--- src/design/mrrse_pkg.sv ---
/*
 * shared constants, op codes and decode helpers for the rotate/return/skip
 * execution block. assumes the core's decoder presents one op per cycle.
 */
`default_nettype none
package mrrse_pkg;
    localparam int DATA_W = 8;
    localparam int PC_W = 11;
    localparam int REG_AW = 2;
    localparam int FLAG_W = 4;
    // ----------------------------------------
    // register map
    // ----------------------------------------
    localparam logic [1:0] REG_ACC = 2'h0;
    localparam logic [1:0] REG_FLAGS = 2'h1;
    localparam logic [1:0] REG_CTRL = 2'h2;
    // ----------------------------------------
    // flag positions and values
    // ----------------------------------------
    localparam int FLG_C = 0;
    localparam int FLG_HC = 1;
    localparam int FLG_Z = 2;
    localparam int FLG_OV = 3;
    localparam int MSB = 7;
    localparam int NIB = 4;
    localparam logic [7:0] ALL_ONES = 8'hff;
    localparam logic [7:0] BYTE_ZERO = 8'h00;
    localparam logic [7:0] BYTE_ONE = 8'h01;
    localparam logic [7:0] ACC_RST = 8'h00;
    localparam logic [3:0] FLAGS_RST = 4'h0;
    localparam logic GATE_RST = 1'b0;
    localparam logic [10:0] PC_RST = 11'h000;
    typedef enum logic [4:0] {
        OP_NONE, OP_CALL_EXIT, OP_CALL_EXIT_LIT, OP_INTERRUPT_EXIT,
        OP_ROTATE_LEFT, OP_ROTATE_LEFT_COPY,
        OP_ROTATE_LEFT_THRU_CARRY, OP_ROTATE_LEFT_THRU_CARRY_COPY,
        OP_ROTATE_RIGHT, OP_ROTATE_RIGHT_COPY,
        OP_ROTATE_RIGHT_THRU_CARRY, OP_ROTATE_RIGHT_THRU_CARRY_COPY,
        OP_SUBTRACT_TO_MEMORY, OP_SET_BYTE, OP_SET_BIT,
        OP_INCREMENT_SKIP_ZERO, OP_INCREMENT_COPY_SKIP_ZERO,
        OP_DECREMENT_SKIP_ZERO, OP_DECREMENT_COPY_SKIP_ZERO,
        OP_SKIP_BIT_NONZERO
    } mrrse_op_e;
    typedef enum logic {ST_RUN, ST_DUMMY} mrrse_state_e;
    // copy forms land in the working register instead of memory
    function automatic logic mrrse_is_copy(input mrrse_op_e op);
        case (op)
            OP_ROTATE_LEFT_COPY, OP_ROTATE_LEFT_THRU_CARRY_COPY,
            OP_ROTATE_RIGHT_COPY, OP_ROTATE_RIGHT_THRU_CARRY_COPY,
            OP_INCREMENT_COPY_SKIP_ZERO, OP_DECREMENT_COPY_SKIP_ZERO: mrrse_is_copy = 1'b1;
            default: mrrse_is_copy = 1'b0;
        endcase
    endfunction
endpackage
`default_nettype wire

--- src/design/mrrse_alu_if.sv ---
/*
 * carrier between the execution top and its combinational datapath.
 * assumes both ends sit in the clk_sys domain.
 */
`default_nettype none
interface mrrse_alu_if;
    mrrse_pkg::mrrse_op_e op;
    logic [7:0] acc;
    logic [7:0] m;
    logic [7:0] imm;
    logic [2:0] bsel;
    logic cin;
    logic [7:0] res;
    logic cout;
    logic hc;
    logic ov;
    logic zf;
    logic wr_mem;
    logic wr_acc;
    logic c_we;
    logic arith_we;
    logic skip_req;
    logic pop;
    logic gate_set;
    modport core (output op, acc, m, imm, bsel, cin,
        input res, cout, hc, ov, zf, wr_mem, wr_acc, c_we, arith_we, skip_req, pop, gate_set);
    modport alu (input op, acc, m, imm, bsel, cin,
        output res, cout, hc, ov, zf, wr_mem, wr_acc, c_we, arith_we, skip_req, pop, gate_set);
endinterface
`default_nettype wire

--- src/design/mrrse_alu.sv ---
/*
 * combinational datapath: rotates, subtract, set, inc/dec and skip decisions.
 * assumes operands are stable for the cycle the op is presented.
 */
`default_nettype none
module mrrse_alu (
    mrrse_alu_if.alu a
);
    logic [8:0] diff;
    logic [4:0] hsum;
    logic [7:0] incv;
    logic [7:0] decv;
    logic cp;
    always_comb begin
        cp = mrrse_pkg::mrrse_is_copy(a.op);
        // subtract as a + ~b + 1 so carry reads as no borrow
        diff = {1'b0, a.acc} + {1'b0, ~a.m} + 9'h001; // RULE16
        hsum = {1'b0, a.acc[3:0]} + {1'b0, ~a.m[3:0]} + 5'h01; // RULE16
        incv = a.m + mrrse_pkg::BYTE_ONE;
        decv = 8'(({1'b0, a.m} + {1'b0, ~mrrse_pkg::BYTE_ONE}) + 9'h001); // RULE16
        a.res = a.m;
        a.cout = a.cin;
        a.hc = hsum[mrrse_pkg::NIB];
        a.ov = (a.acc[mrrse_pkg::MSB] ^ a.m[mrrse_pkg::MSB]) & (a.acc[mrrse_pkg::MSB] ^ diff[mrrse_pkg::MSB]);
        a.zf = 1'b0;
        a.wr_mem = 1'b0;
        a.wr_acc = 1'b0;
        a.c_we = 1'b0;
        a.arith_we = 1'b0;
        a.skip_req = 1'b0;
        a.pop = 1'b0;
        a.gate_set = 1'b0;
        case (a.op)
            mrrse_pkg::OP_CALL_EXIT: begin
                a.pop = 1'b1; // RULE1
            end
            mrrse_pkg::OP_CALL_EXIT_LIT: begin
                a.pop = 1'b1; // RULE2
                a.res = a.imm; // RULE2
                a.wr_acc = 1'b1; // RULE2
            end
            mrrse_pkg::OP_INTERRUPT_EXIT: begin
                a.pop = 1'b1; // RULE3
                a.gate_set = 1'b1; // RULE3
            end
            mrrse_pkg::OP_ROTATE_LEFT, mrrse_pkg::OP_ROTATE_LEFT_COPY: begin
                a.res = {a.m[6:0], a.m[mrrse_pkg::MSB]}; // RULE4 RULE5
                a.wr_mem = !cp; // RULE4
                a.wr_acc = cp; // RULE5
            end
            mrrse_pkg::OP_ROTATE_LEFT_THRU_CARRY, mrrse_pkg::OP_ROTATE_LEFT_THRU_CARRY_COPY: begin
                a.res = {a.m[6:0], a.cin}; // RULE6 RULE7
                a.cout = a.m[mrrse_pkg::MSB]; // RULE6 RULE7
                a.c_we = 1'b1;
                a.wr_mem = !cp; // RULE6
                a.wr_acc = cp; // RULE7
            end
            mrrse_pkg::OP_ROTATE_RIGHT, mrrse_pkg::OP_ROTATE_RIGHT_COPY: begin
                a.res = {a.m[0], a.m[7:1]}; // RULE8 RULE9
                a.wr_mem = !cp; // RULE8
                a.wr_acc = cp; // RULE9
            end
            mrrse_pkg::OP_ROTATE_RIGHT_THRU_CARRY, mrrse_pkg::OP_ROTATE_RIGHT_THRU_CARRY_COPY: begin
                a.res = {a.cin, a.m[7:1]}; // RULE10
                a.cout = a.m[0]; // RULE10
                a.c_we = 1'b1;
                a.wr_mem = !cp; // RULE10
                a.wr_acc = cp; // RULE10
            end
            mrrse_pkg::OP_SUBTRACT_TO_MEMORY: begin
                a.res = diff[7:0]; // RULE11
                a.cout = diff[8]; // RULE11
                a.zf = (diff[7:0] == mrrse_pkg::BYTE_ZERO); // RULE11
                a.arith_we = 1'b1; // RULE11
                a.wr_mem = 1'b1; // RULE11
            end
            mrrse_pkg::OP_SET_BYTE: begin
                a.res = mrrse_pkg::ALL_ONES; // RULE12
                a.wr_mem = 1'b1;
            end
            mrrse_pkg::OP_SET_BIT: begin
                a.res = a.m | (mrrse_pkg::BYTE_ONE << a.bsel); // RULE12
                a.wr_mem = 1'b1;
            end
            mrrse_pkg::OP_INCREMENT_SKIP_ZERO, mrrse_pkg::OP_INCREMENT_COPY_SKIP_ZERO: begin
                a.res = incv; // RULE13
                a.skip_req = (incv == mrrse_pkg::BYTE_ZERO); // RULE13
                a.wr_mem = !cp; // RULE13
                a.wr_acc = cp; // RULE13
            end
            mrrse_pkg::OP_DECREMENT_SKIP_ZERO, mrrse_pkg::OP_DECREMENT_COPY_SKIP_ZERO: begin
                a.res = decv; // RULE13
                a.skip_req = (decv == mrrse_pkg::BYTE_ZERO); // RULE13
                a.wr_mem = !cp; // RULE13
                a.wr_acc = cp; // RULE13
            end
            mrrse_pkg::OP_SKIP_BIT_NONZERO: begin
                a.skip_req = a.m[a.bsel]; // RULE15
            end
            default: begin
                a.res = a.m;
            end
        endcase
    end
endmodule // mrrse_alu
`default_nettype wire

--- src/design/mrrse_skip.sv ---
/*
 * skip sequencer: turns a taken skip into one discarded-fetch dummy cycle.
 * assumes the caller only raises take while accept is high.
 */
`default_nettype none
module mrrse_skip (
    input wire logic clk_sys,
    input wire logic rstn,
    input wire logic ce,
    input wire logic take,
    input wire logic skip_req,
    output logic accept,
    output logic dummy_q
);
    mrrse_pkg::mrrse_state_e st_q;
    always_ff @(posedge clk_sys) begin
        if (!rstn) begin
            st_q <= mrrse_pkg::ST_RUN;
        end else if (ce) begin
            case (st_q)
                mrrse_pkg::ST_RUN: begin
                    if (take && skip_req) begin
                        st_q <= mrrse_pkg::ST_DUMMY; // RULE14
                    end
                end
                mrrse_pkg::ST_DUMMY: begin
                    st_q <= mrrse_pkg::ST_RUN; // RULE14
                end
                default: begin
                    st_q <= mrrse_pkg::ST_RUN;
                end
            endcase
        end
    end
    // the fetched word during the dummy cycle is dropped, not executed
    assign accept = (st_q == mrrse_pkg::ST_RUN); // RULE14
    assign dummy_q = (st_q == mrrse_pkg::ST_DUMMY);
endmodule // mrrse_skip
`default_nettype wire

--- src/design/mrrse_exec.sv ---
/*
 * execution top for returns, rotates, subtract-to-memory, set and skip ops.
 * holds the working register, flags and interrupt gate; offers a small
 * register port. assumes the core holds the memory address for the cycle
 * after an op so the registered write lands on the same byte.
 */
// The register offsets and the address-and-strobe port were left to the implementer.
`default_nettype none
// Function
// RULE1 - plain return pops stack into pc, flags untouched
// RULE2 - literal return pops pc and loads immediate byte into working register
// RULE3 - interrupt return pops pc and sets global interrupt gate
// RULE4 - rotate left writes rotated byte back, no flag change
// RULE5 - copy rotate left puts rotated byte in working register only
// RULE6 - rotate left through carry: bit 7 to carry, carry to bit 0
// RULE7 - copy form of left-through-carry updates carry, writes working register
// RULE8 - rotate right writes rotated byte back, no flag change
// RULE9 - copy rotate right puts rotated byte in working register only
// RULE10 - rotate right through carry: bit 0 to carry, carry to bit 7
// RULE11 - subtract memory from working register into memory, update four flags
// RULE12 - set byte writes all ones; set bit forces one bit; no flags
// RULE13 - increment/decrement, skip on zero result; copy forms write register
// RULE14 - taken skip discards next fetch with one dummy cycle
// RULE15 - bit test skips when selected bit is nonzero
// RULE16 - subtraction is a plus ones-complement plus one; carry means no borrow
module mrrse_exec (
    input wire logic clk_sys,
    input wire logic rstn,
    input wire logic ce,
    input wire logic exec_valid,
    input wire logic [4:0] exec_op,
    input wire logic [7:0] exec_imm,
    input wire logic [2:0] exec_bit,
    input wire logic [7:0] mem_rdata,
    input wire logic [10:0] stack_top,
    input wire logic [1:0] reg_addr,
    input wire logic [7:0] reg_wdata,
    input wire logic reg_wr,
    input wire logic reg_rd,
    output logic [7:0] reg_rdata_q,
    output logic pc_load_q,
    output logic [10:0] pc_value_q,
    output logic stack_pop_q,
    output logic mem_we_q,
    output logic [7:0] mem_wdata_q,
    output logic [7:0] acc_q,
    output logic [3:0] flags_q,
    output logic global_irq_gate_q,
    output logic skip_dummy_q
);

    // ----------------------------------------
    // datapath hookup
    // ----------------------------------------
    mrrse_alu_if alu_bus ();
    logic accept;
    logic take;
    logic dummy;

    assign alu_bus.op = mrrse_pkg::mrrse_op_e'(exec_op);
    assign alu_bus.acc = acc_q;
    assign alu_bus.m = mem_rdata;
    assign alu_bus.imm = exec_imm;
    assign alu_bus.bsel = exec_bit;
    assign alu_bus.cin = flags_q[mrrse_pkg::FLG_C];

    mrrse_alu u_alu (
        .a(alu_bus)
    );

    // ops arriving in the dummy cycle are the discarded fetch
    assign take = exec_valid && accept; // RULE14

    mrrse_skip u_skip (
        .clk_sys(clk_sys),
        .rstn(rstn),
        .ce(ce),
        .take(take),
        .skip_req(alu_bus.skip_req),
        .accept(accept),
        .dummy_q(dummy)
    );

    assign skip_dummy_q = dummy;

    // ----------------------------------------
    // software write decode
    // ----------------------------------------
    logic sw_acc;
    logic sw_flags;
    logic sw_ctrl;

    assign sw_acc = reg_wr && (reg_addr == mrrse_pkg::REG_ACC);
    assign sw_flags = reg_wr && (reg_addr == mrrse_pkg::REG_FLAGS);
    assign sw_ctrl = reg_wr && (reg_addr == mrrse_pkg::REG_CTRL);

    // ----------------------------------------
    // program counter and stack pop
    // ----------------------------------------
    always_ff @(posedge clk_sys) begin
        if (!rstn) begin
            pc_load_q <= 1'b0;
            stack_pop_q <= 1'b0;
            pc_value_q <= mrrse_pkg::PC_RST;
        end else if (ce) begin
            pc_load_q <= take && alu_bus.pop; // RULE1 RULE2 RULE3
            stack_pop_q <= take && alu_bus.pop; // RULE1 RULE2 RULE3
            if (take && alu_bus.pop) begin
                pc_value_q <= stack_top; // RULE1 RULE2 RULE3
            end
        end
    end

    // ----------------------------------------
    // memory write port
    // ----------------------------------------
    always_ff @(posedge clk_sys) begin
        if (!rstn) begin
            mem_we_q <= 1'b0;
            mem_wdata_q <= mrrse_pkg::BYTE_ZERO;
        end else if (ce) begin
            // copy forms never raise the strobe, so memory stays intact
            mem_we_q <= take && alu_bus.wr_mem; // RULE4 RULE6 RULE8 RULE11 RULE12 RULE13
            if (take && alu_bus.wr_mem) begin
                mem_wdata_q <= alu_bus.res;
            end
        end
    end

    // ----------------------------------------
    // working register
    // ----------------------------------------
    always_ff @(posedge clk_sys) begin
        if (!rstn) begin
            acc_q <= mrrse_pkg::ACC_RST;
        end else if (ce) begin
            // execution beats a same-cycle software write
            if (take && alu_bus.wr_acc) begin
                acc_q <= alu_bus.res; // RULE2 RULE5 RULE7 RULE9 RULE10 RULE13
            end else if (sw_acc) begin
                acc_q <= reg_wdata;
            end
        end
    end

    // ----------------------------------------
    // status flags
    // ----------------------------------------
    always_ff @(posedge clk_sys) begin
        if (!rstn) begin
            flags_q <= mrrse_pkg::FLAGS_RST;
        end else if (ce) begin
            if (take && alu_bus.arith_we) begin
                flags_q[mrrse_pkg::FLG_C] <= alu_bus.cout; // RULE11 RULE16
                flags_q[mrrse_pkg::FLG_HC] <= alu_bus.hc; // RULE11
                flags_q[mrrse_pkg::FLG_Z] <= alu_bus.zf; // RULE11
                flags_q[mrrse_pkg::FLG_OV] <= alu_bus.ov; // RULE11
            end else if (take && alu_bus.c_we) begin
                // rotates through carry touch the carry bit alone
                flags_q[mrrse_pkg::FLG_C] <= alu_bus.cout; // RULE6 RULE7 RULE10
                if (sw_flags) begin
                    flags_q[mrrse_pkg::FLG_HC] <= reg_wdata[mrrse_pkg::FLG_HC];
                    flags_q[mrrse_pkg::FLG_Z] <= reg_wdata[mrrse_pkg::FLG_Z];
                    flags_q[mrrse_pkg::FLG_OV] <= reg_wdata[mrrse_pkg::FLG_OV];
                end
            end else if (sw_flags) begin
                flags_q <= reg_wdata[mrrse_pkg::FLAG_W-1:0];
            end
        end
    end

    // ----------------------------------------
    // global interrupt gate
    // ----------------------------------------
    always_ff @(posedge clk_sys) begin
        if (!rstn) begin
            global_irq_gate_q <= mrrse_pkg::GATE_RST;
        end else if (ce) begin
            // set wins so a clear racing the interrupt exit cannot mask it
            if (take && alu_bus.gate_set) begin
                global_irq_gate_q <= 1'b1; // RULE3
            end else if (sw_ctrl) begin
                global_irq_gate_q <= reg_wdata[0];
            end
        end
    end

    // ----------------------------------------
    // register read port
    // ----------------------------------------
    logic [7:0] rd_mux;

    always_comb begin
        case (reg_addr)
            mrrse_pkg::REG_ACC: begin
                rd_mux = acc_q;
            end
            mrrse_pkg::REG_FLAGS: begin
                rd_mux = {{(mrrse_pkg::DATA_W - mrrse_pkg::FLAG_W){1'b0}}, flags_q};
            end
            mrrse_pkg::REG_CTRL: begin
                rd_mux = {6'h00, dummy, global_irq_gate_q};
            end
            default: begin
                rd_mux = mrrse_pkg::BYTE_ZERO;
            end
        endcase
    end

    // data stand only in the cycle after the strobe
    always_ff @(posedge clk_sys) begin
        if (!rstn) begin
            reg_rdata_q <= mrrse_pkg::BYTE_ZERO;
        end else if (ce) begin
            if (reg_rd) begin
                reg_rdata_q <= rd_mux;
            end else begin
                reg_rdata_q <= mrrse_pkg::BYTE_ZERO;
            end
        end
    end

endmodule // mrrse_exec
`default_nettype wire

--- config.mk ---
export PLATFORM = sky130hd
export DESIGN_NAME = mrrse_exec
export DESIGN_NICKNAME = d
export VERILOG_FILES = /design/src/design/mrrse_pkg.sv /design/src/design/mrrse_alu_if.sv /design/src/design/mrrse_alu.sv /design/src/design/mrrse_skip.sv /design/src/design/mrrse_exec.sv
export SDC_FILE = /design/constraint.sdc
export NUM_CORES = 1
export LEC_CHECK = 0
export BUFFER_PORTS_ARGS = -buffer_cell sky130_fd_sc_hd__buf_2
export CORE_MARGIN = 4
export CORE_UTILIZATION = 30
export CTS_CLUSTER_DIAMETER = 40
export DETAILED_ROUTE_END_ITERATION = 10
export GPL_TIMING_DRIVEN = 0
export PLACE_DENSITY = 0.6
export SETUP_SLACK_MARGIN = 0.2
export SLEW_MARGIN = 15
export SYNTH_ARGS = -nofsm -noshare
export SYNTH_HDL_FRONTEND = slang
export SYNTH_HIERARCHICAL = 1
export SYNTH_SLANG_ARGS = --single-unit
--- constraint.sdc ---
create_clock -name clk_sys -period 2.95 [get_ports clk_sys]
set_input_delay 0.59 -clock clk_sys [delete_from_list [all_inputs] [get_ports clk_sys]]
set_output_delay 0.59 -clock clk_sys [all_outputs]
set_load 0.01 [all_outputs]
== After elaboration in Yosys (flattened, before gate mapping) ==
Cells that the tools add are included.
Storage, ports and cells
  input bits: 51
  output and inout port bits: 44
  bits in registers: 43
Operators by class
  reductions and logical operators: 37
  eq/ne operators: 21
  muxes and demuxes: 25
  $lt $le $gt $ge: 1
  add/sub/neg operators: 7
  shifts and indexed selects: 1
  bitwise gates (word level): 7
Operators with widths (count)
  8-bit case mux with 10 select lines: 1
  5-bit by 4-bit equality test with 1-bit output, second input constant: 8
  8-bit zero test: 3
  8-bit 2-to-1 mux: 3
  8-bit case mux with 3 select lines: 1
  5-bit by 3-bit equality test with 1-bit output, second input constant: 4
  5-bit equality test, second input constant: 4
  8-bit by 1-bit adder with 8-bit output, second input constant: 2
  4-bit 2-to-1 mux: 3
  2-bit AND reduction: 6
  12-bit OR reduction: 1
  2-bit OR reduction: 6
  1-bit logical AND: 11
  5-bit by 2-bit equality test with 1-bit output, second input constant: 2
  1-bit 2-to-1 mux: 10
  8-bit by 8-bit adder with 9-bit output: 1
  9-bit by 1-bit adder with 9-bit output, second input constant: 1
  8-bit adder, second input constant: 1
  8-bit inverter: 1
  8-bit OR: 1
  1-bit by 3-bit << shifter with 8-bit output, first input constant: 1
  1-bit case mux with 2 select lines: 3
  1-bit case mux with 3 select lines: 2
  2-bit nonzero test: 3
  other kinds (18): 20

== Longest topological paths before layout ==
Gate-level depths: netlist (run 1).
  depth in word-level cells: 7
  depth in mapped cells: 11

== Cells and area by module ==
Netlist (run 1), hierarchy kept.
By module, submodules not included
  mrrse_exec: instances 1, sequential area each 840.8 um^2, cells each 210, area an instance 1854.3 um^2
  mrrse_alu: instances 1, sequential area each 0.0 um^2, cells each 252, area an instance 1671.6 um^2
  mrrse_skip: instances 1, sequential area each 20.0 um^2, cells each 5, area an instance 46.3 um^2

== Worst setup path before layout (run 1) ==
Ideal clock, no wire load.
  path kind: input-to-reg
  start: in mem_rdata[3]
  end: reg flags_q[2]
  required time: 2.880 ns
  arrival time: 2.954 ns
  setup slack: -0.073 ns
  stages on the path: 10
  library setup time: 0.070 ns
  cell sequence: clkbuf_1 inv_1 ha_1 a21oi_1 and2b_2 o41a_1 or3_1 a2111oi_1 mux2i_1 a21oi_1
Between the ends
  cells in the longest elaborated chain, start to end: 6
RTL lines
  start, declared: line mrrse_exec.sv:34  | input wire logic [7:0] mem_rdata,
  8-bit inverter: line mrrse_alu.sv:17  | diff = {1'b0, a.acc} + {1'b0, ~a.m} + 9'h001;
  8-bit by 8-bit adder with 9-bit output: line mrrse_alu.sv:17
  9-bit by 1-bit adder with 9-bit output: line mrrse_alu.sv:17
  8-bit zero test: line mrrse_alu.sv:73  | a.zf = (diff[7:0] == mrrse_pkg::BYTE_ZERO);
  1-bit 2-to-1 mux: line mrrse_alu.sv:33  | case (a.op)
  net alu_bus.zf: line mrrse_alu_if.sv:17  | logic zf;
  4-bit 2-to-1 mux: line mrrse_exec.sv:153  | if (take && alu_bus.arith_we) begin
  end signal, assigned by index: line mrrse_exec.sv:154  | flags_q[mrrse_pkg::FLG_C] <= alu_bus.cout;
  end signal, assigned by index: line mrrse_exec.sv:155  | flags_q[mrrse_pkg::FLG_HC] <= alu_bus.hc;
  end signal, assigned by index: line mrrse_exec.sv:156  | flags_q[mrrse_pkg::FLG_Z] <= alu_bus.zf;
  end, declared: line mrrse_exec.sv:47  | output logic [3:0] flags_q,
The timed path passes the listed nets, and every way through them passes these cells.
A chain may end at the register's enable or synchronous reset.

== Worst setup path in the final report (run 1) ==
  start: in mem_rdata[2]
  end: reg acc_q[6]
Between the ends
  cells in the longest elaborated chain, start to end: 5
  elaborated cells on any way between the ends: 8
  those cells by class: add/sub (5); mux (2); bitwise (1)
RTL lines
  8-bit inverter: line mrrse_alu.sv:17
  8-bit by 8-bit adder with 9-bit output: line mrrse_alu.sv:17
  9-bit by 1-bit adder with 9-bit output: line mrrse_alu.sv:17
  8-bit case mux with 10 select lines (*): line mrrse_alu.sv:33
  net alu_bus.res[6]: line mrrse_alu_if.sv:13  | logic [7:0] res;
  8-bit 2-to-1 mux (*): line mrrse_exec.sv:138  | if (take && alu_bus.wr_acc) begin
  end signal, assigned: line mrrse_exec.sv:135  | acc_q <= mrrse_pkg::ACC_RST;
  end signal, assigned: line mrrse_exec.sv:139  | acc_q <= alu_bus.res;
  end signal, assigned: line mrrse_exec.sv:141  | acc_q <= reg_wdata;
  end, declared: line mrrse_exec.sv:46  | output logic [7:0] acc_q,
Mark *: on every way through the listed nets, which the timed path passes. The rest lies on a longest branch.

==> metrics.log, run 1 <==
INFO  metric n_antenna_cell = 0
INFO  metric timing.hold.ws = 0.451 ns
INFO  metric critical_path.startpoint_type = input port
INFO  metric synth_enable_flop_cells = 0
INFO  metric worst_hold_path_type = reg -> reg
INFO  metric synth_warn = 6
INFO  metric cp.required = around 3.2 ns
INFO  metric classification_of_the_worst_setup_path = in -> reg
INFO  metric cts-hold-fix-buffers = 0
INFO  metric detail_route.wl_per_cell = roughly 18 um
INFO  metric synth_area = approximately 3600 um2
INFO  metric final_layout_size_suffix_gt1_frac = 0.288
INFO  metric max_cap_viols = 0
INFO  metric placement_rows = 39
INFO  metric cts_tree = done
INFO  metric design.die.area = roughly 14,000 um2
INFO  metric tightest_slew = just under 0.9 ns
INFO  metric timing.final.setup_violations = 0
INFO  metric die_h = about 120 um
INFO  metric placed_cells_incl_taps = around 700
INFO  metric max_clock_freq = ~0.37 GHz
INFO  metric synth_cell_types = 74
INFO  metric worst_setup_path_end_kind = flip-flop
INFO  metric timing.critical_path.fanout_max = 6
INFO  metric grt_usage = 0.180
INFO  metric most_frequent_cells_in_the_layout = buf_2, nand2_1, a21oi_1
INFO  metric core_area = 11,500 um2
INFO  metric areaGrowthSynthToFinish = 28.3%
INFO  metric clk_path_buf_depth = 2
INFO  metric status = completed
INFO  metric detailroute.via_count = ~4,000
INFO  metric drt_iter0_markers = 310
INFO  metric dp_hpwl = slightly below 10 mm
INFO  metric synth_area_per_cell = ~7.6 um2
INFO  metric cts_made_buffers = 5
INFO  metric tritoncts_num_sinks = 43
INFO  metric timing.slew.headroom = 0.419
INFO  metric grt_first_pass_wirelength = a little under 20 mm
INFO  metric finalCriticalPeriod = 2.71 ns
INFO  metric worst-endpoint-arrival = ~2.9 ns
INFO  metric final_non_filler_cells = 713
INFO  metric cts.root.buffer_cell = clkbuf_16
INFO  metric fin_skew = around 0.0068 ns
INFO  metric clock_transition_at_the_registers_of_the_reported_paths = about 0.070 ns
INFO  metric avgViaCountPerCell = 5.63
INFO  metric floorplan.initialDensity = 0.310
INFO  metric cts_max_level = 2
INFO  metric detail_route.drc_violations = 0
INFO  metric dr.pass1.iters = 5
INFO  metric ys_ff_latch = 43
INFO  metric initial_antenna_violation_count = 0
INFO  metric cellLeakagePower = 0.00197 uW
INFO  metric port_buffers = between 80 and 90
INFO  metric place.gp.congestion = 0.881
INFO  metric synth-async-reset-ratio = 0
INFO  metric fin_crit_sh = 0.918
INFO  metric finalNetCount = roughly 630
INFO  metric via_count_of_the_first_global_routing_pass = roughly 3,800
INFO  metric yosys_most_used_dff = dfxtp_1
INFO  metric synth.net_count = 531
INFO  metric grt_max_degree = 16
INFO  metric grt_setup_unrepaired = true
INFO  metric synth.yosys.seq_area_share = 0.241
INFO  metric filler_cells = 1,216
INFO  metric vdd.ir_drop.worst = 0.234 mV
INFO  metric die_width = ~120 um
INFO  metric syn-instance-count = about 470
INFO  metric max_slew_violation_count = 0
INFO  metric power.density = approximately 360 nW/um2
INFO  metric routed_wl = between 10 and 15 mm
INFO  metric top_level_ports = 95
INFO  metric clkLatencyLatePin = ~0.29 ns
INFO  metric grt_overflow = 0
INFO  metric mostFrequentLayoutCell = buf_2
INFO  metric final_hold_viol_count = 0
INFO  metric drt.antenna.violating_nets = 0
logic make-up after synthesis:
kind of cell               Yosys count  share of synthesized area
buffers and inverters               56                     0.0700
muxes                               21                     0.0602
xor gates and xnor gates            12                     0.0294
DFF                                 43                      0.241
AOI/OAI and AO/OA                  155                      0.302
and+or+nand+nor                    167                      0.250
adders and majority gates           13                     0.0476
metal layers:
layer	track usage	routed length, um	up-vias
met1	0.253	5630	1896
met4	0.0505	311	0
li1	-	-	1952
met3	0.0319	777	27
met5	0	0	-
met2	0.283	6180	139
worst max-delay path, cell delays in order:
cell and delay [ns]:
buf_2 0.12, inv_1 0.20, ha_1 0.33, a21o_1 0.19
a21o_4 0.23, a211o_1 0.35, a2111oi_2 0.40, o31a_1 0.29
mux2i_1 0.10, a21oi_1 0.13
worst paths after layout:
kind | slack, ns | from | end | cells after the start
min reg2reg | 0.45 | pc_value_q[4] | pc_value_q[4] | 2
max reg2reg | 0.26 | acc_q[0] | acc_q[6] | 11
min | 0.45 | pc_value_q[4] | pc_value_q[4] | 2
max | 0.24 | mem_rdata[2] | acc_q[6] | 10
stage by stage:
| step | utilization | setup TNS [ns] | setup slack (ns) | total power [uW] | instance area, um2 |
|---|---|---|---|---|---|
| floorplan | - | 0 | 0.188 | 907 | 3620 |
| global placement | 0.368 | -1.57 | -0.277 | 1050 | 4230 |
| detailed placement | 0.368 | -1.67 | -0.297 | 1060 | 4230 |
| CTS | 0.384 | 0 | 0.147 | 1620 | 4430 |
| global route | 0.398 | 0 | 0.170 | 1720 | 4580 |
| finish | 0.398 | 0 | 0.243 | 1650 | 4580 |
final cells by class:
type	instances	area, um2	share of cell area
Sequential cell	43	866	0.189
Tap cell	143	179	0.0390
Buffer	38	214	0.0467
Clock buffer	5	125	0.0273
Multi-Input combinational cell	368	2590	0.566
Timing Repair Buffer	95	502	0.110
Clock inverter	3	25.0	0.00546
Inverter	18	80.1	0.0175
where the power goes:
group / switching, uW / leakage, uW / internal [uW]
Clock: 241 / 0.0000700 / 316
Sequential: 18.7 / 0.000349 / 596
Combinational: 279 / 0.00155 / 202
Total: 538 / 0.00197 / 1110
synth_stat cells (4+ instances only):
master / count / area (um2)
o21ai_0: 17 / 85.1
mux2_2: 4 / 45.0
a211o_1: 4 / 35.0
ha_1: 12 / 150
and2_1: 5 / 31.3
buf_2: 14 / 70.1
clkbuf_1: 18 / 67.6
nand3_1: 13 / 65.1
xnor2_1: 9 / 78.8
o22ai_1: 4 / 25.0
mux2i_1: 17 / 170
and4_1: 4 / 35.0
dfxtp_1: 43 / 861
inv_1: 17 / 63.8
nand2_1: 55 / 206
a31oi_1: 4 / 25.0
nand2b_1: 10 / 62.6
nor2b_1: 11 / 68.8
nand4_1: 7 / 43.8
and3_1: 5 / 31.3
a2111oi_0: 4 / 35.0
nor3_1: 7 / 35.0
nand4b_1: 4 / 35.0
o31ai_1: 15 / 113
a32oi_1: 6 / 52.6
nor2_1: 23 / 86.3
o21a_1: 6 / 45.0
a22oi_1: 9 / 67.6
a21oi_1: 47 / 235
what timing repair did:
item	CTS	global route
endpoints found under the hold margin	0	0
pin swaps	6	12
setup endpoints to repair	7	7
buffers inserted	1	7
cloned	0	0
resized for setup	8	34
registers in the layout, indices dropped and copies added (netlist names):
signal / flops
stack_pop_q: 1
mem_wdata_q: 8
pc_value_q: 11
u_skip/dummy_q: 1
mem_we_q: 1
global_irq_gate_q: 1
acc_q: 8
reg_rdata_q: 8
flags_q: 4
(Power assumes the default switching activity.)
==> inputs of run 2 (changes only) <==
--- a/config.mk
+++ b/config.mk
@@ -7,11 +7,11 @@
 export LEC_CHECK = 0
 export BUFFER_PORTS_ARGS = -buffer_cell sky130_fd_sc_hd__buf_2
 export CORE_MARGIN = 4
-export CORE_UTILIZATION = 30
+export CORE_UTILIZATION = 49
 export CTS_CLUSTER_DIAMETER = 40
 export DETAILED_ROUTE_END_ITERATION = 10
 export GPL_TIMING_DRIVEN = 0
-export PLACE_DENSITY = 0.6
+export PLACE_DENSITY = 0.86
 export SETUP_SLACK_MARGIN = 0.2
 export SLEW_MARGIN = 15
 export SYNTH_ARGS = -nofsm -noshare
==> metrics.log, run 2 (synthesized netlist as in run 1, its figures left out) <==
INFO  metric place.gp.congestion = slightly below 1
INFO  metric timing.critical_path.fanout_max = 6
INFO  metric place_worst_setup_slack = -0.244 ns
INFO  metric vdd.ir_drop.worst = 0.232 mV
INFO  metric worst_setup_path_end_kind = flip-flop
INFO  metric grt_overflow = 0
INFO  metric cts_max_level = 2
INFO  metric initial_antenna_violation_count = 0
INFO  metric cts_tree = done
INFO  metric grt_setup_unrepaired = false
INFO  metric top_level_ports = 95
INFO  metric critical_path.cell_chain = buf_2 > inv_1 > ha_1 > a21oi_2 > and2b_2 > o41a_1 > or3_2 > a32oi_2 > mux2i_1 > a21oi_1
INFO  metric multi_input_area = between 2000 and 3000 um2
INFO  metric worstPathBufferInverterCount = 2
INFO  metric grt_usage = 0.269
INFO  metric most_frequent_cells_in_the_layout = buf_2, nand2_1, a21oi_1
INFO  metric max_clock_freq = about 0.37 GHz
INFO  metric final_design_area_no_fill = 4410 um2
INFO  metric port_buffers = 87
INFO  metric timing.final.setup_violations = 0
INFO  metric critical-path-top-delay-family = compound AO/OA/AOI/OAI gates
INFO  metric tritoncts_num_sinks = between 40 and 50
INFO  metric drt_iter0_markers = 400
INFO  metric crit_path_top_delay_cell = or3_2
INFO  metric classification_of_the_worst_setup_path = in -> reg
INFO  metric cts_made_buffers = 5
INFO  metric critical_path.startpoint_type = input port
INFO  metric power.density = 352 nW/um2
INFO  metric n_antenna_cell = 0
INFO  metric drt.antenna.violating_nets = 0
INFO  metric avgViaCountPerCell = ~6.4
INFO  metric finalCriticalPeriod = between 2 and 3 ns
INFO  metric die_h = 93.4 um
INFO  metric status = completed
INFO  metric timing.slew.headroom = 0.552
INFO  metric largest_register_ff_count = 11
INFO  metric placedInstanceArea = between 4000 and 5000 um2
INFO  metric fin_skew = about 0.012 ns
INFO  metric detail_route.wl_per_cell = ~19 um
INFO  metric max_cap_viols = 0
INFO  metric cts.root.buffer_cell = clkbuf_8
INFO  metric cellLeakagePower = between 0.0015 and 0.002 uW
INFO  metric cell_internal_pwr = around 1000 uW
INFO  metric worst_path_largest_cell_delay = between 0.4 and 0.5 ns
INFO  metric filler_cells = 608
INFO  metric power.total = around 1600 uW
INFO  metric power.share.sequential = 0.396
INFO  metric top_register = pc_value_q
INFO  metric worst_slack = approximately 0.26 ns
INFO  metric floorplan.initialDensity = 0.514
INFO  metric mostFrequentLayoutCell = buf_2
INFO  metric die_width = ~93 um
INFO  metric cp.required = ~3.2 ns
INFO  metric fin_crit_sh = 0.911
INFO  metric grt_first_pass_wirelength = around 19 mm
INFO  metric design.die.area = 8720 um2
INFO  metric worst-endpoint-arrival = just under 3 ns
INFO  metric placement_rows = 30
INFO  metric finalNetCount = 629
INFO  metric final_layout_size_suffix_gt1_frac = 0.272
INFO  metric grt_max_degree = 15
INFO  metric core_area = slightly below 7000 um2
INFO  metric clk_path_buf_depth = 2
INFO  metric power.share.clock = 0.306
INFO  metric final_hold_viol_count = 0
INFO  metric power_frac_comb = 0.298
INFO  metric detail_route.drc_violations = 0
INFO  metric dr.pass1.iters = 8
INFO  metric tightest_slew = ~0.67 ns
INFO  metric max_slew_violation_count = 0
INFO  metric areaGrowthSynthToFinish = 23.3%
INFO  metric clock_transition_at_the_registers_of_the_reported_paths = roughly 0.090 ns
INFO  metric clkLatencyLatePin = 0.30 ns
INFO  metric detailroute.via_count = approximately 4,200
INFO  metric total_switching_power = roughly 500 uW
INFO  metric via_count_of_the_first_global_routing_pass = ~3,700
INFO  metric final-seq-area = approximately 860 um2
INFO  metric dp_hpwl = between 9 and 10 mm
INFO  metric worst_hold_path_type = reg -> reg
INFO  metric routed_wl = 12.5 mm
INFO  metric cts-hold-fix-buffers = 0
INFO  metric power_switching_share = 0.330
run 2: changes by cell type in the layout (fill, tap and decap cells not counted), sizes merged:
cell / before / now
buf: 117 / 114
bufinv: 0 / 1
clkbuf: 21 / 20
inv: 17 / 16
run 2: per-layer routing:
layer | vias up | part of all wire | GRT usage
li1 | 1940 | - | -
met1 | 1978 | 0.41 | 0.373
met2 | 247 | 0.47 | 0.432
met3 | 39 | 0.094 | 0.0434
met4 | 0 | 0.031 | 0.0720
met5 | - | 0 | 0
run 2: power groups by stage:
stage	registers, uW	logic [uW]	clock network, uW
final	615	462	474
after global routing	616	495	493
after CTS	614	430	469
after detailed placement	628	419	0
after global placement	627	412	0
after floorplan	629	277	0
run 2: final timing paths:
check / endpoint / cells past startpoint / startpoint / slack, ns
hold reg to reg: pc_value_q[9] / 2 / pc_value_q[9] / 0.46
hold / removal: pc_value_q[9] / 2 / pc_value_q[9] / 0.46
setup / recovery: acc_q[7] / 10 / mem_rdata[2] / 0.26
setup reg to reg: acc_q[7] / 8 / acc_q[1] / 0.32
run 2: cell type report:
type | instances | area share
plain buffers | 38 | 0.0494
clock inverters | 3 | 0.00994
multi-input cells | 368 | 0.579
clock buffers | 5 | 0.0156
repair buffers | 91 | 0.106
well taps | 96 | 0.0273
flip-flops and latches | 43 | 0.196
inverters | 18 | 0.0179
run 2: metrics by stage:
step                TNS (ns)  cells  utilization  hold WS (ns)
global placement       -1.21    650        0.601         0.439
finish                     0    662        0.634         0.465
CTS                        0    660        0.624         0.460
detailed placement     -1.31    650        0.601         0.448
global route               0    662        0.634         0.488
floorplan                  0    467            -         0.481
run 2: tightest hold or removal path: stages, from the launching register on:
cell     delay [ns]
dfxtp_1        0.32
nand2_1        0.05
a21oi_1        0.05
run 2: timing repair:
item | CTS | global route
setup buffers | 2 | 2
endpoints found under the setup margin | 6 | 9
pin swaps | 3 | 7
gates resized for setup | 7 | 20
